**src/itm_pkg.sv**
```systemverilog
package itm_pkg;
	// Register byte addresses on the APB.
	localparam logic [11:0] ITM_ADDR_TIMER_CTL = 12'h000;
	localparam logic [11:0] ITM_ADDR_CLK_SEL = 12'h004;
	localparam logic [11:0] ITM_ADDR_MATCH = 12'h008;
	localparam logic [11:0] ITM_ADDR_COUNT = 12'h00C;
	// Field positions in the shared control register.
	localparam int ITM_CTL_ENABLE_BIT = 7;
	localparam int ITM_CTL_WIDTH_BIT = 4;
	// Upper nibble of the prescaler register selects this timer's count clock.
	localparam int ITM_SEL_LSB = 4;
	// Reset values.
	localparam logic [7:0] ITM_CTL_RESET = 8'h00;
	localparam logic [7:0] ITM_CLK_SEL_RESET = 8'h11;
	localparam logic [15:0] ITM_COUNT_RESET = 16'h0000;
	// Clock select codes: 0..8 pick divide by 4 << code, 9 picks the edge input.
	localparam logic [3:0] ITM_SEL_EDGE = 4'h9;
	localparam int ITM_DIV_BITS = 10;
	// Divide taps 4 << 0 up to 4 << 8.
	localparam int ITM_NUM_DIV = 9;
	localparam int ITM_SYNC_STAGES = 2;
	localparam int ITM_MATCH_LANES = 2;
endpackage

```
**src/itm_interval_timer.sv**
```systemverilog
`timescale 1ns/1ns
// Operation
// - Width select bit 4 chooses 8-bit or 16-bit counting.
// - Counter increments on each count clock chosen by prescaler upper nibble.
// - Prescaler divides system clock by 4 up to 1024.
// - Setting enable clears counter on first count clock, then counts up.
// - Clearing enable zeroes counter at once and stops match signals.
// - Rewriting enable as one keeps counting without clearing.
// - On match, hold value until next count clock, then reset to zero.
// - Match interrupt request raised when counter reaches compare value.
// - Interrupt period is compare value plus one count clocks.
// - Reset clears counter and leaves counting stopped.
// - Compare register has no defined reset value.
// - Reset loads control register with zero.
// - Reset loads prescaler register with 11 hex.
// - Compare uses 8 bits in 8-bit width, 16 bits in 16-bit width.
// - Restart before next count clock starts from zero on that clock.
// - Counter is readable, writes to it are ignored.
// - Only upper nibbles govern this timer; lower nibbles held for another counter.
// - Count clock is divided system clock or detected edge.
// - Match detected only on counter increment.
// - Compare write in progress suppresses match detection.
module itm_interval_timer
	import itm_pkg::*;
#(
	parameter int DIV_BITS = ITM_DIV_BITS,
	parameter int SYNC_STAGES = ITM_SYNC_STAGES
)
(
	input wire logic clk_sys_in,
	input wire logic rst_in,
	input wire logic psel_in,
	input wire logic penable_in,
	input wire logic pwrite_in,
	input wire logic [11:0] paddr_in,
	input wire logic [31:0] pwdata_in,
	input wire logic [3:0] pstrb_in,
	output logic [31:0] prdata_out,
	output logic pready_out,
	output logic pslverr_out,
	input wire logic edge_pin_in,
	output logic match_irq_out,
	output logic baud_tick_out,
	output logic [3:0] other_ctl_out,
	output logic [3:0] other_clk_sel_out
);

	logic [7:0] ctl_q;
	logic [7:0] clk_sel_q;
	logic [7:0] match_lane_q [ITM_MATCH_LANES];
	logic [15:0] match_value_q;
	logic [15:0] count_q;
	logic [DIV_BITS-1:0] div_q;
	logic [DIV_BITS-1:0] div_prev_q;
	logic [SYNC_STAGES-1:0] edge_sync_q;
	logic edge_prev_q;
	logic armed_q;
	logic restart_q;
	logic match_irq_q;
	logic baud_tick_q;
	logic [31:0] prdata_q;

	logic access;
	logic wr_ctl;
	logic wr_sel;
	logic wr_match;
	logic mapped;
	logic enable;
	logic wide;
	logic [3:0] sel;
	logic count_tick;
	logic [15:0] count_next;
	logic hit;
	logic [ITM_NUM_DIV-1:0] tap_tick;
	logic edge_tick;
	logic count_step;
	logic count_clear;
	logic match_event;
	logic read_setup;
	logic [31:0] read_word;

	// The taps need one prescaler bit beyond the slowest divide, and the edge
	// input needs two stages so that a metastable first stage never reaches logic.
	// Narrower settings would silently lose divide codes, so they are refused.
	if (DIV_BITS < ITM_NUM_DIV + 1)
	begin : g_div_check
		$error("Prescaler narrower than the slowest divide tap");
	end
	if (SYNC_STAGES < 2)
	begin : g_sync_check
		$error("Edge input needs at least two synchroniser stages");
	end

	// A transfer is taken in its access cycle only.
	assign access = psel_in && penable_in;
	assign mapped = (paddr_in == ITM_ADDR_TIMER_CTL) || (paddr_in == ITM_ADDR_CLK_SEL)
		|| (paddr_in == ITM_ADDR_MATCH) || (paddr_in == ITM_ADDR_COUNT);

	// The byte-wide registers only take a write whose strobe covers the low lane.
	// The compare register sorts its lanes out itself.
	always_comb
	begin
		wr_ctl = 1'b0;
		wr_sel = 1'b0;
		wr_match = 1'b0;
		if (access && pwrite_in)
		begin
			unique case (paddr_in)
				ITM_ADDR_TIMER_CTL: wr_ctl = pstrb_in[0];
				ITM_ADDR_CLK_SEL: wr_sel = pstrb_in[0];
				ITM_ADDR_MATCH: wr_match = 1'b1;
				default: wr_match = 1'b0;
			endcase
		end
	end
	// The slave never stretches a transfer.
	assign pready_out = 1'b1;
	// Writes to the counter are refused with an error rather than silently dropped.
	assign pslverr_out = access && (!mapped || (pwrite_in && paddr_in == ITM_ADDR_COUNT));

	assign enable = ctl_q[ITM_CTL_ENABLE_BIT];
	assign wide = ctl_q[ITM_CTL_WIDTH_BIT];
	assign sel = clk_sel_q[ITM_SEL_LSB +: 4];
	// The lower nibbles are passed through untouched to the other counter.
	assign other_ctl_out = ctl_q[3:0];
	assign other_clk_sel_out = clk_sel_q[3:0];

	always_ff @(posedge clk_sys_in or posedge rst_in)
	begin
		if (rst_in)
		begin
			ctl_q <= ITM_CTL_RESET;
		end
		else if (wr_ctl)
		begin
			ctl_q <= pwdata_in[7:0];
		end
	end

	always_ff @(posedge clk_sys_in or posedge rst_in)
	begin
		if (rst_in)
		begin
			clk_sel_q <= ITM_CLK_SEL_RESET;
		end
		else if (wr_sel)
		begin
			clk_sel_q <= pwdata_in[7:0];
		end
	end

	// No reset: the compare value is meaningless until software loads it.
	// Byte lanes are separate so a 16-bit value can be loaded one byte at a time.
	genvar lane_idx;
	generate
		for (lane_idx = 0; lane_idx < ITM_MATCH_LANES; lane_idx++)
		begin : g_match_lane
			always_ff @(posedge clk_sys_in)
			begin
				if (wr_match && pstrb_in[lane_idx])
				begin
					match_lane_q[lane_idx] <= pwdata_in[lane_idx*8 +: 8];
				end
			end
		end
	endgenerate

	assign match_value_q = {match_lane_q[1], match_lane_q[0]};

	// Free-running prescaler; a tap's rising bit marks one count clock.
	// It is never cleared, so the first interval after a start may be short by up to a tick.
	always_ff @(posedge clk_sys_in or posedge rst_in)
	begin
		if (rst_in)
		begin
			div_q <= '0;
			div_prev_q <= '0;
		end
		else
		begin
			div_q <= div_q + 1'b1;
			div_prev_q <= div_q;
		end
	end

	// Only the last stage feeds logic; the earlier stages may still be settling.
	// The idle level of the pin is low, so a low reset value gives no false edge.
	always_ff @(posedge clk_sys_in or posedge rst_in)
	begin
		if (rst_in)
		begin
			edge_sync_q <= '0;
			edge_prev_q <= 1'b0;
		end
		else
		begin
			edge_sync_q <= {edge_sync_q[SYNC_STAGES-2:0], edge_pin_in};
			edge_prev_q <= edge_sync_q[SYNC_STAGES-1];
		end
	end

	// SYNC_STAGES clocks (two by default) pass from a pin edge to its tick.
	assign edge_tick = edge_sync_q[SYNC_STAGES-1] && !edge_prev_q;

	genvar tap_idx;
	generate
		for (tap_idx = 0; tap_idx < ITM_NUM_DIV; tap_idx++)
		begin : g_tap
			// Tap n rises once every 4 << n system clocks.
			assign tap_tick[tap_idx] = div_q[tap_idx + 1] && !div_prev_q[tap_idx + 1];
		end
	endgenerate

	// Codes above the edge code never tick, which parks the counter.
	always_comb
	begin
		count_tick = 1'b0;
		if (sel == ITM_SEL_EDGE)
		begin
			count_tick = edge_tick;
		end
		else if (sel < ITM_SEL_EDGE)
		begin
			count_tick = tap_tick[sel];
		end
	end

	// In the 8-bit width the upper byte stays zero, so the count wraps at FF.
	always_comb
	begin
		count_next = count_q + 16'h0001;
		if (!wide)
			count_next[15:8] = 8'h00;
	end

	// Match is only judged on the value produced by an increment.
	// Only the bytes in use take part, so stale upper compare bits never block a match.
	always_comb
	begin
		if (wide)
			hit = (count_next == match_value_q);
		else
			hit = (count_next[7:0] == match_value_q[7:0]);
	end

	// A tick either loads zero (first tick after a start, or the tick after a match)
	// or steps the count; the two never fall together.
	assign count_clear = count_tick && (!armed_q || restart_q);
	assign count_step = count_tick && armed_q && !restart_q;
	// A compare write in the same cycle masks the match, so rewriting a value never fires.
	// Loading zero is not an increment, so a compare value of zero is matched only when the count wraps to zero.
	assign match_event = enable && count_step && hit && !wr_match;

	// Clearing the enable wins over a tick in the same cycle; the count reads zero at once.
	always_ff @(posedge clk_sys_in or posedge rst_in)
	begin
		if (rst_in)
		begin
			count_q <= ITM_COUNT_RESET;
		end
		else if (!enable)
		begin
			count_q <= ITM_COUNT_RESET;
		end
		else if (count_clear)
		begin
			count_q <= ITM_COUNT_RESET;
		end
		else if (count_step)
		begin
			count_q <= count_next;
		end
	end

	// Armed marks that the first tick after a start has already loaded zero.
	always_ff @(posedge clk_sys_in or posedge rst_in)
	begin
		if (rst_in)
		begin
			armed_q <= 1'b0;
		end
		else if (!enable)
		begin
			armed_q <= 1'b0;
		end
		else if (count_tick)
		begin
			armed_q <= 1'b1;
		end
	end

	// Restart is a pending clear: the matched value stands until the next tick.
	always_ff @(posedge clk_sys_in or posedge rst_in)
	begin
		if (rst_in)
		begin
			restart_q <= 1'b0;
		end
		else if (!enable || count_clear)
		begin
			restart_q <= 1'b0;
		end
		else if (count_step)
		begin
			restart_q <= hit && !wr_match;
		end
	end

	// Both strobes are registered so a serial interface sees a clean one-cycle pulse.
	// They carry the same event; keeping them apart lets each fan out on its own.
	always_ff @(posedge clk_sys_in or posedge rst_in)
	begin
		if (rst_in)
		begin
			match_irq_q <= 1'b0;
		end
		else
		begin
			match_irq_q <= match_event;
		end
	end

	always_ff @(posedge clk_sys_in or posedge rst_in)
	begin
		if (rst_in)
		begin
			baud_tick_q <= 1'b0;
		end
		else
		begin
			baud_tick_q <= match_event;
		end
	end

	assign match_irq_out = match_irq_q;
	assign baud_tick_out = baud_tick_q;

	// Read data is captured in the setup cycle so it stands for the whole access cycle.
	assign read_setup = psel_in && !penable_in && !pwrite_in;

	// Unmapped offsets read as zero.
	always_comb
	begin
		read_word = 32'h0000_0000;
		unique case (paddr_in)
			ITM_ADDR_TIMER_CTL: read_word = {24'h000000, ctl_q};
			ITM_ADDR_CLK_SEL: read_word = {24'h000000, clk_sel_q};
			ITM_ADDR_MATCH: read_word = {16'h0000, match_value_q};
			ITM_ADDR_COUNT: read_word = {16'h0000, count_q};
			default: read_word = 32'h0000_0000;
		endcase
	end

	always_ff @(posedge clk_sys_in or posedge rst_in)
	begin
		if (rst_in)
		begin
			prdata_q <= 32'h0000_0000;
		end
		else if (read_setup)
		begin
			prdata_q <= read_word;
		end
	end

	assign prdata_out = prdata_q;

endmodule

```
**config.mk**
```make
export PLATFORM = sky130hd
export DESIGN_NAME = itm_interval_timer
export DESIGN_NICKNAME = d
export VERILOG_FILES = /design/src/itm_pkg.sv /design/src/itm_interval_timer.sv
export SDC_FILE = /design/constraint.sdc
export NUM_CORES = 1
export LEC_CHECK = 0
export BUFFER_PORTS_ARGS = -buffer_cell sky130_fd_sc_hd__buf_2
export CORE_MARGIN = 2
export CORE_UTILIZATION = 59
export CTS_CLUSTER_SIZE = 14
export DETAILED_ROUTE_END_ITERATION = 10
export GPL_TIMING_DRIVEN = 0
export PLACE_DENSITY = 0.85
export SYNTH_ARGS = -nofsm -noshare
export SYNTH_HDL_FRONTEND = slang
export SYNTH_SLANG_ARGS = --single-unit
```
**constraint.sdc**
```tcl
create_clock -name clk_sys_in -period 5.35 [get_ports clk_sys_in]
set_clock_uncertainty 0.1 [all_clocks]
set_input_delay 0 -clock clk_sys_in [delete_from_list [all_inputs] [get_ports clk_sys_in]]
set_output_delay 0 -clock clk_sys_in [all_outputs]
set_load 0.02 [all_outputs]
```
==> results of run 1 <==
==> cell usage after synthesis (all sizes together), types with 3 or more instances <==
cell and n:
a21oi 8, inv 10, a31oi 3, mux4 9
a21o 3, nor2 21, o31ai 5, or3 4
nor4 8, mux2 16, clkbuf 8, dfrtp 71
xnor2 16, buf 36, a22o 4, o21ai 34
mux2i 11, nand4 14, nand3 12, edfxtp 16
nor2b 4, nand2b 10, nand2 35, xor2 10
nor3 7
==> cell families after synthesis <==
group,count (synthesis),share of synthesized area
flops,89,0.503
xor+xnor,26,0.0496
simple gates,126,0.161
buf+inv,54,0.0714
mux,36,0.108
compound gates,71,0.0990
other cells,2,0.00164
fa+ha+maj,2,0.00545
==> placed cells by master, fill, tap and decap left out, types with 16 or more instances in the layout <==
cell	instances
xnor2_1	16
o21ai_1	23
conb_1	17
edfxtp_1	16
buf_2	66
mux2_1	16
dfrtp_1	71
nor2_1	20
dlygate4sd3_1	26
nand2_1	34
buf_4	28
==> report_power, final <==
part | internal (mW) | total (mW) | switching (mW) | leakage (nW)
clock | 0.182 | 0.452 | 0.270 | 0.0995
sequential | 0.690 | 0.691 | 0.000498 | 1.12
combinational | 0.0370 | 0.0831 | 0.0461 | 1.32
total | 0.909 | 1.23 | 0.317 | 2.54
==> stage by stage <==
step | power (mW) | instances | instance area (um2) | hold WS (ns) | util
finish | 1.23 | 627 | 5540 | 0.0437 | 0.724
floorplan | 0.749 | 421 | 4640 | -0.0686 | -
global placement | 0.772 | 585 | 5080 | 0.0106 | 0.665
CTS | 1.23 | 627 | 5540 | 0.0304 | 0.724
global route | 1.27 | 627 | 5540 | 0.128 | 0.724
detailed placement | 0.774 | 585 | 5080 | 0.0129 | 0.665
==> worst min-delay path, cell delays in order <==
cell	delay, ns
buf_2	0.08
or3b_2	0.10
clkbuf_1	0.18
o21ai_0	0.11
==> layout make-up <==
cell class                 instances  area [um2]
inverter                          10        40.0
buffer                            44         290
multi-input combinational        278        2010
sequential                        89        2310
timing repair buffer              88         571
fill                             527        2110
clock buffer                       9         124
clock inverter                     7        71.3
tap                              102         128
==> state kept, by name, summed over array words and instances, names as in the netlist <==
register       flops
armed_q            1
clk_sel_q          8
count_q           16
div_prev_q         9
ctl_q              8
match_lane_q      16
baud_tick_out      1
prdata_out        16
div_q             10
edge_prev_q        1
edge_sync_q        2
restart_q          1
==> worst min-delay path by stage <==
| stage | start | to | cells past startpoint |
|---|---|---|---|
| floorplan | edge_pin_in | edge_sync_q[0] | 0 |
| global placement | edge_pin_in | edge_sync_q[0] | 1 |
| detailed placement | edge_pin_in | edge_sync_q[0] | 1 |
| finish | penable_in | prdata_out[4] | 4 |
| global route | pstrb_in[1] | match_lane_q[0][14] | 2 |
| CTS | penable_in | prdata_out[4] | 4 |
==> routing by layer <==
layer / vias to the layer above / wire, um / share of wire
li1: 1651 / - / -
met1: 1699 / 3940 / 0.39
met2: 178 / 5250 / 0.51
met3: 32 / 754 / 0.074
met4: 0 / 280 / 0.027
met5: - / 0 / 0
==> impl_metrics.toml, run 1 <==
[run_status]
status = "completed"

[cts]
post_cts_buffers = 0
cts_resized = 0
hold_buffers = 26
clock_latency_ns = 0.38
cts_buffers = 9
cts_htree_levels = 3
path_clk_slew_ns = 0.10
cts.path.max_buffers = 2
cts_tree = "built"
cts.sinks = 89
cts_root_buffer = "clkbuf_8"

[critical_path]
cp.required_ns = 5.55
crit_chain = "ha_1, nand3_2, or4_4, xnor2_1, mux2i_1, nand4_1, o31a_1, o21ai_1"
critPathLaunchType = "register"
r2r_slack_ns = 2.44
crit_start = "count_q[0]"
ff2ff_path_depth = 8
cp_max_fo = 8
cp.depth = 8
max_stage_delay_ns = 0.60
cp-end-kind = "register"
path_delay_family = "simple AND/OR/NAND/NOR gates"
r2r_start = "count_q[0]"
cp_slowest_cell = "or4_4"
crit_end = "restart_q"
path_class = "reg -> reg"
cp.arrival_ns = 3.11
worst-path-buf-inv = 0
r2r-end = "restart_q"

[place]
io_buffers = 62
place_ws_ns = 2.60
dpl.hpwl_um = 6770
place.gp.congestion = 0.878

[global_route]
grtUsageMet1 = 0.318
gr-usage-met2 = 0.443
grt_usage = 0.258
grt_max_degree = 74
grt_overflow = 0
first_global_vias = 3516
grt-busiest-layer = "met2"
grt_antenna_before_repair = 0
grt_pass1_wl_um = 17000
met3_usage = 0.0534

[sta]
max_freq_mhz = 344
slew_headroom = 0.228
hold_viol = 0
worstMarginPinSlew_ns = 1.15
rsz0062_at_grt = "false"
finalSetupViolCount = 0
fin_crit_sh = 0.543
fin_tns_setup_ns = 0
setup_slack_ns = 2.44
drv_slew = 0
period_needed_ns = 2.91

[floorplan]
dieArea_mm2 = 0.00850
ioPinCount = 98
die_h_um = 92.2
initial_core_util = 0.600
core_mm2 = 0.00765
fp.dieW_um = 92.2
rows = 32

[flow_run]
maxCapViolCount = 0

[layout]
area_growth_pct = 20.8
diodes = 0
fin_nets = 576
layout-drive-gt1-share = 0.267

[synthesis]
syn-instance-count = 406
synthFlopType = "dfrtp_1"
synth_top_area_cell = "dfrtp_1"
syn-mean-instance-area_um2 = 11.3
netlist_top_cells_area = "dfrtp_1 39%, edfxtp_1 10%, buf_4 4.6%, mux2_1 3.9%, mux4_2 3.9%"
yosysSeqAreaShare = 0.503
yosys_warnings = 0
postSynth.asyncResetShare = 0.820
synth_edf_count = 16
ys_seq_elements = 89
yosysTopAreaCellShare = 0.387
syn-cell-area_mm2 = 0.00459
synth_cell_types = 61

[power]
power_density_mw_per_mm2 = 221
p_leak_nw = 2.54
ir_drop_uv = 156

[route]
wire_per_inst_um = 16.3
num_vias = 3560
first_iter_violations = 294
first_pass_iters = 5
drc = 0
via_per_inst = 5.68
antenna_left = 0
routed_wl_um = 10200

[worst_hold_path]
hold_path_class = "in -> reg"
Power figures use the tool's default switching activity.
==> inputs of run 2 (changes only) <==
Settings changed: CORE_UTILIZATION 59 to 49, PLACE_DENSITY 0.85 to 0.76.
Clock period 5.35 ns to 2.45 ns, I/O delays scaled along.
==> impl_metrics.toml, run 2 (same netlist as run 1, synthesis figures left out) <==
[power]
ir_drop_uv = 257
finalPower_mw = 2.57
p_leak_nw = 2.64
power_density_mw_per_mm2 = 446

[layout]
area_growth_pct = 25.3
fin_nets = 586
diodes = 0
final_area_mm2 = 0.00575
fillers = 712
layout_commonest_cell = "dfrtp_1"
fin_util = 0.628
fin_cells = 646
layout-drive-gt1-share = 0.308
final_cell_mix = "67 x dfrtp_1, 62 x buf_2, 40 x buf_4"

[place]
place_inst = 595
dpl.hpwl_um = 6890
place.gp.congestion = 0.911
placed_area_mm2 = 0.00512
place_ws_ns = -0.295
io_buffers = 62

[critical_path]
critPathLaunchType = "register"
cp.required_ns = 2.56
cp.arrival_ns = 2.51
r2r_start = "clk_sel_q[4]"
cp-end-kind = "register"
path_class = "reg -> reg"
cp_max_fo = 10
crit_start = "clk_sel_q[4]"

[cts]
cts_htree_levels = 3
cts.sinks = 89
cts_tree = "built"
cts_buffers = 9
cts.path.max_buffers = 2
path_clk_slew_ns = 0.09
clock_latency_ns = 0.35
cts_root_buffer = "clkbuf_8"

[sta]
period_needed_ns = 2.40
setup_slack_ns = 0.0503
finalSetupViolCount = 0
worstMarginPinSlew_ns = 1.20
hold_viol = 0
drv_slew = 0
slew_headroom = 0.195
fin_crit_sh = 0.979
max_freq_mhz = 417
fin_tns_setup_ns = 0
timing.hold.ws_ns = 0.127

[global_route]
grt_pass1_wl_um = 16500
first_global_vias = 3382
grt_overflow = 0
grt_usage = 0.208
grt_antenna_before_repair = 0
grt_max_degree = 67

[route]
routed_wl_um = 10300
first_pass_iters = 5
wire_per_inst_um = 16.0
first_iter_violations = 288
antenna_left = 0
num_vias = 3592
via_per_inst = 5.56
drc = 0

[floorplan]
die_h_um = 101
fp.dieW_um = 101
core_mm2 = 0.00915
initial_core_util = 0.501
dieArea_mm2 = 0.0102
ioPinCount = 98
rows = 35

[run_status]
status = "completed"

[worst_hold_path]
worstHoldStart = "pstrb_in[1]"
hold_path_class = "in -> reg"

[flow_run]
maxCapViolCount = 0
## run 2: cell types whose count changed in the layout (fill, tap and decap cells not counted), moves of 4 or more
cell	previous run	this run
dfrtp_1	71	67
dfrtp_2	0	4
buf_2	66	62
o21ai_2	0	4
o21ai_1	23	19
buf_4	28	40
## run 2: cell type report
type	count	area (um2)	area share
multi-input cells	278	2120	0.368
repair buffers	100	676	0.117
flip-flops and latches	89	2310	0.403
inverters	10	40.0	0.00696
well taps	111	139	0.0242
clock inverters	5	33.8	0.00587
plain buffers	42	300	0.0522
clock buffers	11	131	0.0228
## run 2: report_power, final
| part | leakage [nW] | switching [mW] | internal (mW) |
|---|---|---|---|
| sequential | 1.12 | 0.00110 | 1.51 |
| combinational | 1.44 | 0.102 | 0.0833 |
| clock | 0.0793 | 0.505 | 0.368 |
| total | 2.64 | 0.608 | 1.96 |
## run 2: repair_timing
item                                    4_1_cts  5_1_grt
cloned                                        0        0
hold buffers                                 24        0
hold endpoints to repair                    112        0
endpoints found under the setup margin       12       10
resized for setup                             8       22
buffers inserted                              5        8
pin swaps                                     0        5
## run 2: final timing paths
| check | end | slack [ns] | cells past startpoint |
|---|---|---|---|
| max in group asynchronous | clk_sel_q[0] | 1.10 | 5 |
| min in group asynchronous | count_q[13] | 0.56 | 4 |
| max | count_q[6] | 0.05 | 8 |
| min reg2reg | edge_sync_q[1] | 0.27 | 0 |
| max reg2reg | count_q[6] | 0.05 | 8 |
| min | match_lane_q[0][12] | 0.13 | 2 |
## run 2: per-layer routing
layer | vias up | wire length [um] | GRT usage | share of wire
met1 | 1762 | 4340 | 0.275 | 0.42
met4 | 0 | 192 | 0.0843 | 0.019
met3 | 19 | 555 | 0.0361 | 0.054
met5 | - | 0 | 0 | 0
li1 | 1670 | - | - | -
met2 | 141 | 5230 | 0.343 | 0.51
## run 2: critical path, cell delays in order, from the launching register on
cell     delay (ns)
dfstp_2        0.57
mux4_2         0.53
o22ai_4        0.24
o21ai_4        0.10
and2_1         0.18
buf_6          0.15
buf_8          0.15
o21ai_1        0.15
o41ai_1        0.09
